<file path="config.mk">
export PLATFORM = sky130hd
export DESIGN_NAME = spme_core
export DESIGN_NICKNAME = d
export VERILOG_FILES = /design/src/common/spme_pkg.sv /design/src/verilog/spme_core.sv /design/src/verilog/spme_fifo.sv
export VERILOG_INCLUDE_DIRS = /design/src /design/src/common
export SDC_FILE = /design/constraint.sdc
export NUM_CORES = 1
export LEC_CHECK = 0
export BUFFER_PORTS_ARGS = -buffer_cell sky130_fd_sc_hd__buf_2
export CAP_MARGIN = 5
export CELL_PAD_IN_SITES_DETAIL_PLACEMENT = 0
export CELL_PAD_IN_SITES_GLOBAL_PLACEMENT = 2
export CORE_UTILIZATION = 40
export DETAILED_ROUTE_END_ITERATION = 10
export PLACE_DENSITY = 0.74
export SYNTH_ARGS = -nofsm -noshare
export SYNTH_HDL_FRONTEND = slang
export SYNTH_SLANG_ARGS = --single-unit
</file>
<file path="constraint.sdc">
create_clock -name i_core_clk -period 3.1 [get_ports i_core_clk]
set_input_delay 0.465 -clock i_core_clk [delete_from_list [all_inputs] [get_ports i_core_clk]]
set_output_delay 0.465 -clock i_core_clk [all_outputs]
set_load 0.02 [all_outputs]
</file>
<file path="src/common/spme_regs.svh">
// constants for the serial program mode entry block
`ifndef SPME_REGS_SVH
`define SPME_REGS_SVH
`define SPME_CMD_BITS 6
`define SPME_DATA_BITS 14
`define SPME_UID_BITS 4
`define SPME_PC_BITS 14
`define SPME_PC_RESET 14'h0000
`define SPME_UID_BASE 14'h2000
`define SPME_CFG_ADDR 14'h2007
`define SPME_LVP_BIT 13
`define SPME_FIFO_DEPTH 16
// command codes
`define SPME_CMD_LOAD_CFG 6'h00
`define SPME_CMD_LOAD_PROG 6'h02
`define SPME_CMD_READ_PROG 6'h04
`define SPME_CMD_INC_ADDR 6'h06
`define SPME_CMD_BEGIN_PROG 6'h08
`define SPME_CMD_BULK_ERASE 6'h09
`endif

</file>
<file path="src/common/spme_pkg.sv">
// types for the serial program mode entry block
package spme_pkg;
  typedef enum logic [2:0] {
    SPME_IDLE = 3'h0,
    SPME_CMD = 3'h1,
    SPME_DECODE = 3'h3,
    SPME_LOAD = 3'h2,
    SPME_READ = 3'h6
  } spme_state_t;
  typedef enum logic [1:0] {
    SPME_ENTRY_NONE = 2'h0,
    SPME_ENTRY_HV = 2'h1,
    SPME_ENTRY_LV = 2'h2
  } spme_entry_t;
endpackage

</file>
<file path="src/verilog/spme_core.sv">
// device side serial program/verify port with mode entry
`include "spme_regs.svh"
`timescale 1ns/10ps
`default_nettype none
module spme_core (
  // clock and reset
  input wire logic i_core_clk,
  input wire logic i_srst,
  // entry pins
  input wire logic i_master_clear_hv,
  input wire logic i_low_voltage_prog_select_pin,
  // serial port pins
  input wire logic i_prog_clock_pin,
  input wire logic i_prog_data_pin,
  output logic o_prog_data_pin,
  output logic o_prog_data_oe,
  // nonvolatile configuration and memory read data
  input wire logic i_low_voltage_prog_enable,
  input wire logic [`SPME_DATA_BITS-1:0] i_mem_rdata,
  // memory write stream
  output logic o_wr_valid,
  output logic [`SPME_DATA_BITS-1:0] o_wr_data,
  input wire logic i_wr_ready,
  output logic [`SPME_PC_BITS-1:0] o_pc,
  output logic o_bulk_erase,
  output logic o_lvp_write_refused,
  // mode status
  output logic o_prog_mode,
  output logic o_gpio_select_free,
  output spme_pkg::spme_entry_t o_entry_kind
);
  import spme_pkg::*;

  // ==========================================================
  // input synchronisers
  logic [1:0] hv_sync_reg, sel_sync_reg, clk_sync_reg, dat_sync_reg;
  logic clk_prev_reg;
  always_ff @(posedge i_core_clk) begin
    if (i_srst) begin
      hv_sync_reg <= 2'h0;
      sel_sync_reg <= 2'h0;
      clk_sync_reg <= 2'h0;
      dat_sync_reg <= 2'h0;
      clk_prev_reg <= 1'b0;
    end else begin
      hv_sync_reg <= {hv_sync_reg[0], i_master_clear_hv};
      sel_sync_reg <= {sel_sync_reg[0], i_low_voltage_prog_select_pin};
      clk_sync_reg <= {clk_sync_reg[0], i_prog_clock_pin};
      dat_sync_reg <= {dat_sync_reg[0], i_prog_data_pin};
      clk_prev_reg <= clk_sync_reg[1];
    end
  end
  logic hv_s, sel_s, clk_s, dat_s, clk_fall, clk_rise;
  assign hv_s = hv_sync_reg[1];
  assign sel_s = sel_sync_reg[1];
  assign clk_s = clk_sync_reg[1];
  assign dat_s = dat_sync_reg[1];
  assign clk_fall = clk_prev_reg && !clk_s;
  assign clk_rise = !clk_prev_reg && clk_s;

  // ==========================================================
  // mode entry
  logic lv_req, hv_req, entry_ok;
  spme_entry_t entry_reg;
  assign lv_req = i_low_voltage_prog_enable && sel_s;
  assign hv_req = hv_s;
  // entry only while clock and data idle low
  assign entry_ok = !clk_s && !dat_s;
  always_ff @(posedge i_core_clk) begin
    if (i_srst) begin
      entry_reg <= SPME_ENTRY_NONE;
    end else if (!hv_req && !lv_req) begin
      entry_reg <= SPME_ENTRY_NONE;
    end else if (entry_reg == SPME_ENTRY_NONE && entry_ok) begin
      entry_reg <= hv_req ? SPME_ENTRY_HV : SPME_ENTRY_LV;
    end
  end
  logic in_mode;
  assign in_mode = (entry_reg != SPME_ENTRY_NONE);
  assign o_prog_mode = in_mode;
  assign o_entry_kind = entry_reg;
  assign o_gpio_select_free = !i_low_voltage_prog_enable;

  // ==========================================================
  // serial shift engine
  spme_state_t state_reg;
  logic [`SPME_DATA_BITS-1:0] shift_reg;
  logic [4:0] bit_reg;
  logic [`SPME_CMD_BITS-1:0] cmd_reg;
  logic [`SPME_PC_BITS-1:0] pc_reg;
  logic load_done, erase_reg, refuse_reg;
  assign load_done = (state_reg == SPME_LOAD) && clk_fall &&
    (bit_reg == 5'(`SPME_DATA_BITS - 1));
  always_ff @(posedge i_core_clk) begin
    if (i_srst || !in_mode) begin
      state_reg <= SPME_IDLE;
      bit_reg <= 5'h00;
      shift_reg <= '0;
      cmd_reg <= '0;
    end else begin
      case (state_reg)
        SPME_IDLE: begin
          state_reg <= SPME_CMD;
          bit_reg <= 5'h00;
        end
        SPME_CMD: begin
          if (clk_fall) begin
            cmd_reg <= {dat_s, cmd_reg[`SPME_CMD_BITS-1:1]};
            bit_reg <= bit_reg + 5'h01;
            if (bit_reg == 5'(`SPME_CMD_BITS - 1)) begin
              state_reg <= SPME_DECODE;
            end
          end
        end
        SPME_DECODE: begin
          bit_reg <= 5'h00;
          if (cmd_reg == `SPME_CMD_LOAD_CFG ||
              cmd_reg == `SPME_CMD_LOAD_PROG) begin
            state_reg <= SPME_LOAD;
          end else if (cmd_reg == `SPME_CMD_READ_PROG) begin
            state_reg <= SPME_READ;
            shift_reg <= uid_mask(pc_reg, i_mem_rdata);
          end else begin
            state_reg <= SPME_CMD;
          end
        end
        SPME_LOAD: begin
          if (clk_fall) begin
            shift_reg <= {dat_s, shift_reg[`SPME_DATA_BITS-1:1]};
            bit_reg <= bit_reg + 5'h01;
            if (load_done) begin
              state_reg <= SPME_CMD;
              bit_reg <= 5'h00;
            end
          end
        end
        SPME_READ: begin
          // device presents next bit on rising edge
          if (clk_fall) begin
            shift_reg <= {1'b0, shift_reg[`SPME_DATA_BITS-1:1]};
            bit_reg <= bit_reg + 5'h01;
            if (bit_reg == 5'(`SPME_DATA_BITS - 1)) begin
              state_reg <= SPME_CMD;
              bit_reg <= 5'h00;
            end
          end
        end
        default: begin
          state_reg <= SPME_IDLE;
        end
      endcase
    end
  end

  // user id words keep only their low nibble
  function automatic logic [`SPME_DATA_BITS-1:0] uid_mask(
    input logic [`SPME_PC_BITS-1:0] addr,
    input logic [`SPME_DATA_BITS-1:0] word);
    if (addr[`SPME_PC_BITS-1:2] == 12'(`SPME_UID_BASE >> 2)) begin
      uid_mask = {{(`SPME_DATA_BITS-`SPME_UID_BITS){1'b0}},
        word[`SPME_UID_BITS-1:0]};
    end else begin
      uid_mask = word;
    end
  endfunction

  // program counter
  always_ff @(posedge i_core_clk) begin
    if (i_srst || !in_mode) begin
      pc_reg <= `SPME_PC_RESET;
    end else if (state_reg == SPME_DECODE) begin
      if (cmd_reg == `SPME_CMD_LOAD_CFG) begin
        pc_reg <= `SPME_UID_BASE;
      end else if (cmd_reg == `SPME_CMD_INC_ADDR) begin
        pc_reg <= pc_reg + 14'h0001;
      end
    end
  end
  assign o_pc = pc_reg;

  // erase request and lvp write guard
  logic lvp_touch;
  assign lvp_touch = (pc_reg == `SPME_CFG_ADDR) && load_done &&
    (dat_s != i_low_voltage_prog_enable);
  always_ff @(posedge i_core_clk) begin
    if (i_srst) begin
      erase_reg <= 1'b0;
      refuse_reg <= 1'b0;
    end else begin
      // whole array and eeprom, calibration left alone
      erase_reg <= in_mode && state_reg == SPME_DECODE &&
        cmd_reg == `SPME_CMD_BULK_ERASE;
      refuse_reg <= lvp_touch && entry_reg == SPME_ENTRY_LV;
    end
  end
  assign o_bulk_erase = erase_reg;
  assign o_lvp_write_refused = refuse_reg;

  // ==========================================================
  // write stream fifo, lv session forces lvp bit unchanged
  logic [`SPME_DATA_BITS-1:0] wr_word;
  always_comb begin
    wr_word = {dat_s, shift_reg[`SPME_DATA_BITS-1:1]};
    if (pc_reg == `SPME_CFG_ADDR && entry_reg == SPME_ENTRY_LV) begin
      wr_word[`SPME_LVP_BIT] = i_low_voltage_prog_enable;
    end
    wr_word = uid_mask(pc_reg, wr_word);
  end
  spme_fifo #(.WIDTH(`SPME_DATA_BITS), .DEPTH(`SPME_FIFO_DEPTH)) u_fifo (
    .i_core_clk(i_core_clk),
    .i_srst(i_srst),
    .i_in_valid(load_done),
    .i_in_data(wr_word),
    .o_in_ready(), // full buffer drops the word
    .o_out_valid(o_wr_valid),
    .o_out_data(o_wr_data),
    .i_out_ready(i_wr_ready)
  );

  // data pin drive during read
  always_ff @(posedge i_core_clk) begin
    if (i_srst || state_reg != SPME_READ) begin
      o_prog_data_pin <= 1'b0;
      o_prog_data_oe <= 1'b0;
    end else if (clk_rise) begin
      o_prog_data_pin <= shift_reg[0];
      o_prog_data_oe <= 1'b1;
    end
  end
endmodule // spme_core
`default_nettype wire

</file>
<file path="src/verilog/spme_fifo.sv">
// parameterised valid/ready fifo
`timescale 1ns/10ps
`default_nettype none
module spme_fifo #(
  parameter int WIDTH = 14,
  parameter int DEPTH = 16
) (
  // clock and reset
  input wire logic i_core_clk,
  input wire logic i_srst,
  // fill side
  input wire logic i_in_valid,
  input wire logic [WIDTH-1:0] i_in_data,
  output logic o_in_ready,
  // drain side
  output logic o_out_valid,
  output logic [WIDTH-1:0] o_out_data,
  input wire logic i_out_ready
);
  localparam int AW = $clog2(DEPTH);
  logic [WIDTH-1:0] mem_reg [DEPTH];
  logic [AW-1:0] wr_reg;
  logic [AW-1:0] rd_reg;
  logic [AW:0] cnt_reg;
  logic push;
  logic pop;
  // handshake terms
  assign o_in_ready = (cnt_reg < (AW+1)'(DEPTH)); // room while below depth
  assign o_out_valid = (cnt_reg != '0);
  assign push = i_in_valid && o_in_ready;
  assign pop = o_out_valid && i_out_ready;
  assign o_out_data = mem_reg[rd_reg];
  // storage write
  always_ff @(posedge i_core_clk) begin
    if (push) begin
      mem_reg[wr_reg] <= i_in_data;
    end
  end
  // pointers and fill count
  always_ff @(posedge i_core_clk) begin
    if (i_srst) begin
      wr_reg <= '0;
      rd_reg <= '0;
      cnt_reg <= '0;
    end else begin
      if (push) begin
        wr_reg <= wr_reg + 1'b1;
      end
      if (pop) begin
        rd_reg <= rd_reg + 1'b1;
      end
      cnt_reg <= cnt_reg + (AW+1)'(push) - (AW+1)'(pop);
    end
  end
endmodule // spme_fifo
`default_nettype wire

</file>
==> out/summary.md, run 1 <==
The run finished with clean final reports. The largest individual stage delay along the critical path comes from the cell mux4_2. Counting every sink on the clock net gives 298. The total placed instance area is 13000 sq um, and the hold buffer count at cts is 0. The detailed-router iteration count before antenna repair is 5, and the number of placement rows is 63. The width of the die is 175 microns. 0 antenna diodes ended up in the layout.

The number of storage elements in the synthesis netlist is 298. Launch instance of the worst min-delay path: i_master_clear_hv. The worst reg-to-reg path cell count works out to 14. For the slack of the worst reg-to-reg path, the log shows 0.33 ns.

The sequential-to-total area share from yosys stat came out at 0.684. Worst min-delay path category: in -> reg. The number of buffers on the longest clock path was 3. Data required time of the worst path: 2.63 ns. The share of post-route cells with drive strength above 1 came out at 0.267. The count of final max-slew check failures came out at 0.

For the standard cell core area, the log shows 29600 sq um. For the pin with the worst max-slew slack, the measured transition is 0.966 ns. Final estimated routing congestion in global placement: 0.780. In the final design database the tool counted 863 nets.

The per-cell routed wire length is 20.5 microns, and the final sum of negative setup slack is 0 ns. Critical path's most frequent cell: mux4_2. The static leakage was 4.04 nW. Counting instances, the worst hold path has a depth of 2. For the number of buffers added by the clock tree synthesis step, the log shows 30.

The post-synth net total came out at 771. For the worst relative slew slack, the log shows 0.356. The via count of the first global-routing pass was 6895; the delay of the slowest cell on the worst path was 0.54 ns. The floorplan die area was 30700 sq um; the global-route wire length before repair was 39400 microns. The commonest cells after synthesis are edfxtp_1 (224), dfxtp_1 (74), mux4_2 (70). The remaining antenna violation count after routing was 0. The number of placed cells counting well taps is 1181, and the post-layout minimum cycle time is 2.94 ns. The remaining global-route overflow came out at 0.

Sorting the synthesized cells by area gives the leading types as edfxtp_1 (56%), mux4_2 (13%), dfxtp_1 (12%). The area growth from synthesis to layout is 16.3%. Clock skew on the completed layout was measured at 0.0225 ns. Leaving out filler cells and counting taps, the final layout contains 1238.

Yosys printed 0 warnings. Clock-pin slew was measured on the worst setup and hold paths at 0.06 ns. The worst setup slack after placement came out at 0.146 ns. For the via count, the log shows 6583. The largest driver fanout on the critical path is 20.

The detail-routed via count per cell was 5.32. Wires add up to 25300 microns. The startpoint identified for the worst register-to-register timing path is u_fifo.cnt_reg[2].

The power density normalized to cell area was 628 nW/um^2. The synthesized area per cell is 16.3 sq um. For the final number of setup-violating endpoints, the log shows 0. The tools report the total power as 8.76 mW. After routing the design area is 14000 sq um. The arrival time of the worst setup path is 2.48 ns. Root buffer cell: clkbuf_16. The synthesized design spends more area on one cell type than any other, namely edfxtp_1.

The fraction of registers with async set or reset after synthesis is 0, and the worst path setup slack after routing is 0.157 ns. The tools report the number of H-tree levels as 1. The layout filler cell count was 2554; the number of max-cap violations was 0.

Timing would allow up to 340 MHz. The final core utilization is 0.472. The capture instance of the worst register-to-register path is u_fifo.cnt_reg[4]. The count of flip-flops with a built-in enable after synthesis was 224.

Type of origin of the critical path: a flop. For the number of standard cells after synthesis, the log shows 734. The tools report the initial cell density of the core as 0.406. For hold timing, the worst endpoint is hv_sync_reg[0]. The first routing iteration left 449 violations. The critical path is of the reg -> out type. The worst-case IR drop observed on VDD is 0.000362 V. For the initial antenna violation count, the log shows 0. In this run the cell area of the synthesized design comes to 12000 sq um.

The portion of the clock cycle consumed by the worst path in the final layout is 0.949. The number of buffers inserted by port buffering came out at 58. The worst setup path is captured at an output pin.

For the global router's overall resource usage, the log shows 0.169. Synthesis instantiated 53 different standard cells from the library. The critical path goes through buf_12, mux4_2, mux4_2, buf_2.

In the routed design, unresolved DRC markers number 0. The HPWL after detailed placement is 16900 microns. Pin placement for this block handled 59 I/O pins.

The tools report the largest net degree at the start of global routing as 57. The most instantiated flip-flop cell in the synthesis netlist is edfxtp_1. The tightest hold path in the finished design has a slack of 0.118 ns. The register with the most flip-flops in the layout has 224 of them.

Setup repair after global routing left no endpoint under its margin. At the later pin of the worst-skew pair, clock insertion delay measures 0.57 ns. The most common cell in the synthesized netlist is edfxtp_1. The run gives 0 as the number of hold violations in the final report. The height of the die is 175 microns.

The area share of the leading cell type in the synthesized netlist was 0.561. TritonCTS built the clock tree.
[metal layers]
layer | global-route usage | part of all wire | wire, microns
met4 | 0.0457 | 0.024 | 601
met3 | 0.0211 | 0.038 | 959
met1 | 0.213 | 0.42 | 10600
met2 | 0.305 | 0.52 | 13200
met5 | 0 | 0 | 0
[cells by family (layout without fill, tap and decap cells)]
logic type | Yosys count | count (layout) | synth area share
flip-flops | 298 | 298 | 0.684
multiplexers | 85 | 85 | 0.144
buffers and inverters | 62 | 176 | 0.0202
AND/OR/NAND/NOR | 178 | 178 | 0.0830
adder cells (fa/ha/maj) | 15 | 15 | 0.0163
AO/OA/AOI/OAI | 83 | 83 | 0.0429
XOR/XNOR | 13 | 13 | 0.00949
[layout make-up]
type | instances | area (sq um) | share of cell area
timing repair buffer | 103 | 666 | 0.0477
multi-input combinational | 374 | 3570 | 0.256
clock buffer | 37 | 777 | 0.0557
clock inverter | 17 | 166 | 0.0119
tap | 390 | 488 | 0.0350
sequential | 298 | 8210 | 0.589
inverter | 19 | 71.3 | 0.00511
[how the worst max path moves through the flow]
stage / end / slack, ns / cells past startpoint
floorplan: u_fifo.mem_reg[3][0] / 0.17 / 5
global placement: u_fifo.cnt_reg[4] / 0.25 / 14
detailed placement: u_fifo.cnt_reg[4] / 0.15 / 14
CTS: o_wr_data[13] / 0.1 / 4
global route: o_wr_data[13] / 0.07 / 4
finish: o_wr_data[13] / 0.16 / 4
[cell usage in the layout, fill, tap and decap left out, drive strengths merged, types with 21 or more instances in the layout]
master / count
buf: 103
edfxtp: 224
dfxtp: 74
nand3: 21
mux4: 70
a21oi: 35
clkbuf: 37
nor2: 38
[where the power goes]
| part | total [mW] | internal (mW) | switching (mW) |
|---|---|---|---|
| combinational | 0.964 | 0.481 | 0.484 |
| sequential | 4.36 | 4.30 | 0.0669 |
| clock | 3.43 | 1.95 | 1.48 |
[worst max-delay path: cells and delay by family (launching register included)]
kind | cells | cell delay (ns)
muxes | 2 | 1.06
DFF | 1 | 0.44
buffers and inverters | 2 | 0.41
[what timing repair did]
item,4_1_cts,5_1_grt
hold endpoints to repair,0,0
setup buffers,3,0
setup endpoints to repair,2,1
resized for setup,0,1
(Power assumes the default switching activity.)
==> run 2, diff against run 1 <==
--- a/config.mk
+++ b/config.mk
@@ -10,9 +10,9 @@
 export CAP_MARGIN = 5
 export CELL_PAD_IN_SITES_DETAIL_PLACEMENT = 0
 export CELL_PAD_IN_SITES_GLOBAL_PLACEMENT = 2
-export CORE_UTILIZATION = 40
+export CORE_UTILIZATION = 41
 export DETAILED_ROUTE_END_ITERATION = 10
-export PLACE_DENSITY = 0.74
+export PLACE_DENSITY = 0.76
 export SYNTH_ARGS = -nofsm -noshare
 export SYNTH_HDL_FRONTEND = slang
 export SYNTH_SLANG_ARGS = --single-unit
==> out/summary.md, run 2 (synthesis results as in run 1) <==
Initial antenna violation count: 0. Setup total negative slack on the finished layout was measured at 0 ns. The portion of the clock cycle consumed by the worst path in the final layout is 0.938.

The largest single stage delay on the critical path is 0.53 ns. The type of destination of the critical path is an output pin. The number of buffers and inverters on the critical path is 2, and the count of final max-slew check failures is 0. Data required time of the worst path: 2.63 ns. Width of the die: 173 microns. The switching share of total power was 0.231; the largest net degree at the start of global routing was 57. Largest driver fanout on the critical path: 16. Static timing analysis puts the maximum clock frequency at 344 MHz. The tools report the type of origin of the critical path as a flop. The worst relative slew slack was 0.571; the flip-flop count of the largest register, all copies and words added was 224. Total power for the finished layout comes to 8.69 mW. The worst setup path is of the reg -> out kind. Setup repair after global routing left no endpoint under its margin. The run gives 0.388 as the clock share of power.

The number of antenna diodes in the final layout is 0. Walking the worst path, the cells encountered are buf_12, mux4_2, mux4_2, buf_2. The first detailed-routing pass took 5 iterations. The remaining global-route overflow is 0, and the worst ir drop on vdd is 0.000364 V.

For the pin with the worst max-slew slack, the measured transition is 0.643 ns. The tree is rooted in a clkbuf_16. The height of the die works out to 173 microns.

The library cell used most frequently in the layout, excluding fill and tap cells, is edfxtp_1. The critical path's most frequent cell is mux4_2. TritonCTS built the clock tree.

Number of H-tree levels: 1. The first routing iteration left 402 violations. The run gives 0.110 as the combinational power share.

The tools report the global-route wire length before repair as 39400 microns. In the final routed layout, each cell accounts on average for 20.5 microns. For the number of max-cap violations, the log shows 0. The via count of the first global-routing pass came out at 6886. The number of sinks on the clock net was 298. The worst hold path belongs to the class in -> reg. The tools report the launch instance of the worst min-delay path as i_low_voltage_prog_select_pin.

The final number of setup-violating endpoints was 0. For this design, the slowest cell found on the critical path is mux4_2. The tools report the arrival time of the worst setup path as 2.44 ns. In this design, the largest share of critical-path delay is due to multiplexers. Detailed placement ended at an HPWL of 15600 microns. Between clock sinks in the finished design, the worst skew comes to 0.00859 ns.

The worst register-to-register path has a setup slack of 0.36 ns. The via count is 6590, and the share of power burned in registers is 0.502. The run gives 31 as the number of buffers added by the clock tree synthesis step. The number of ports placed on the die boundary was 59; the initial cell density of the core was 0.417. The global router's overall resource usage is 0.170, and the internal power is 6.68 mW. The signed area change from the synthesized netlist to the final layout was 15.4%.

For the clock latency on the worst-skew pair, the log shows 0.56 ns. In this run the critical register-to-register path is launched from u_fifo.cnt_reg[2]. The worst path in the final design needs a cycle of 2.91 ns, including I/O delays and setup. The flow ran to the end, and the final reports show no timing, DRC or antenna violations.

The share of post-route cells with drive strength above 1 is 0.265. Counting along the longest clock path gives a buffer depth of 3. The tools report the number of hold violations in the final report as 0. After floorplanning, the core was divided into 62 placement rows.

The logs give 4.00 nW for the static leakage and 2.01 mW for the switching power. The final-layout worst hold slack came out at 0.124 ns. In this run the remaining antenna-violating nets after routing total 0. Power spread over the standard cell area amounts to 627 nW/um^2. The remaining design rule violation count was 0; the standard cell core area was 28800 sq um. The die covers 30000 sq um. After clock tree synthesis, the clock-pin slew on the worst setup and hold paths is 0.06 ns.

At the end of routability-driven placement, the weighted congestion stood at 0.772. At the end of the flow, the number of nets in the layout was 854. Number of buffers inserted by port buffering: 58.

The top cell types in the final layout, fill and taps aside, are edfxtp_1 (224), dfxtp_1 (72), mux4_2 (70), buf_2 (58), nor2_1 (38). For this block, the routed nets add up to 25000 microns of wire. The layout filler cell count is 2441. The detail-routed via count per cell works out to 5.39.
## run 2: metal layers
metal	wire, microns	part of all wire	global-route usage
met5	0	0	0
met4	482	0.019	0.0369
met3	1050	0.042	0.0251
met2	12900	0.51	0.300
met1	10600	0.42	0.223
## run 2: power groups by stage
stage / combinational (mW) / clock (mW) / sequential, mW
final: 0.954 / 3.37 / 4.36
after global routing: 1.06 / 3.62 / 4.37
after CTS: 0.973 / 3.45 / 4.36
after detailed placement: 0.920 / 0 / 4.47
after global placement: 0.881 / 0 / 4.47
after floorplan: 0.731 / 0 / 4.41
## run 2: what timing repair did
item / CTS / global route
setup endpoints to repair: 3 / 1
hold buffers: 0 / 0
pin swaps: 0 / 0
setup buffers: 3 / 0
gates resized for setup: 0 / 2
## run 2: final timing paths
path | endpoint | depth (start not counted)
max reg2reg | u_fifo.cnt_reg[4] | 14
min | sel_sync_reg[0] | 2
min reg2reg | clk_sync_reg[1] | 1
max | o_wr_data[3] | 4
## run 2: cell type report
cell class              count  area [sq um]  area share
inverters                  19          71.3     0.00515
repair buffers             93           591      0.0426
clock buffers              36           795      0.0574
clock inverters            18           128     0.00921
flip-flops and latches    298          8210       0.593
well taps                 384           480      0.0347
multi-input cells         374          3570       0.258
## run 2: worst register-to-register path, stage by stage, from the launching register on
cell,delay (ns)
dfxtp_1,0.32
inv_1,0.08
ha_1,0.13
or4b_4,0.49
nand2_2,0.12
inv_1,0.05
ha_1,0.28
inv_1,0.06
ha_1,0.15
inv_1,0.05
fa_1,0.37
nor2b_1,0.17
o21bai_1,0.10
a21oi_1,0.17
nor3b_1,0.06
## run 2: metrics by stage
stage               cells   util  instance area (sq um)  setup WS (ns)
floorplan             734      -                  12000          0.174
global placement     1165  0.448                  12900          0.254
detailed placement   1165  0.448                  12900          0.114
CTS                  1222  0.481                  13800          0.123
global route         1222  0.481                  13900         0.0762
finish               1222  0.481                  13900          0.193
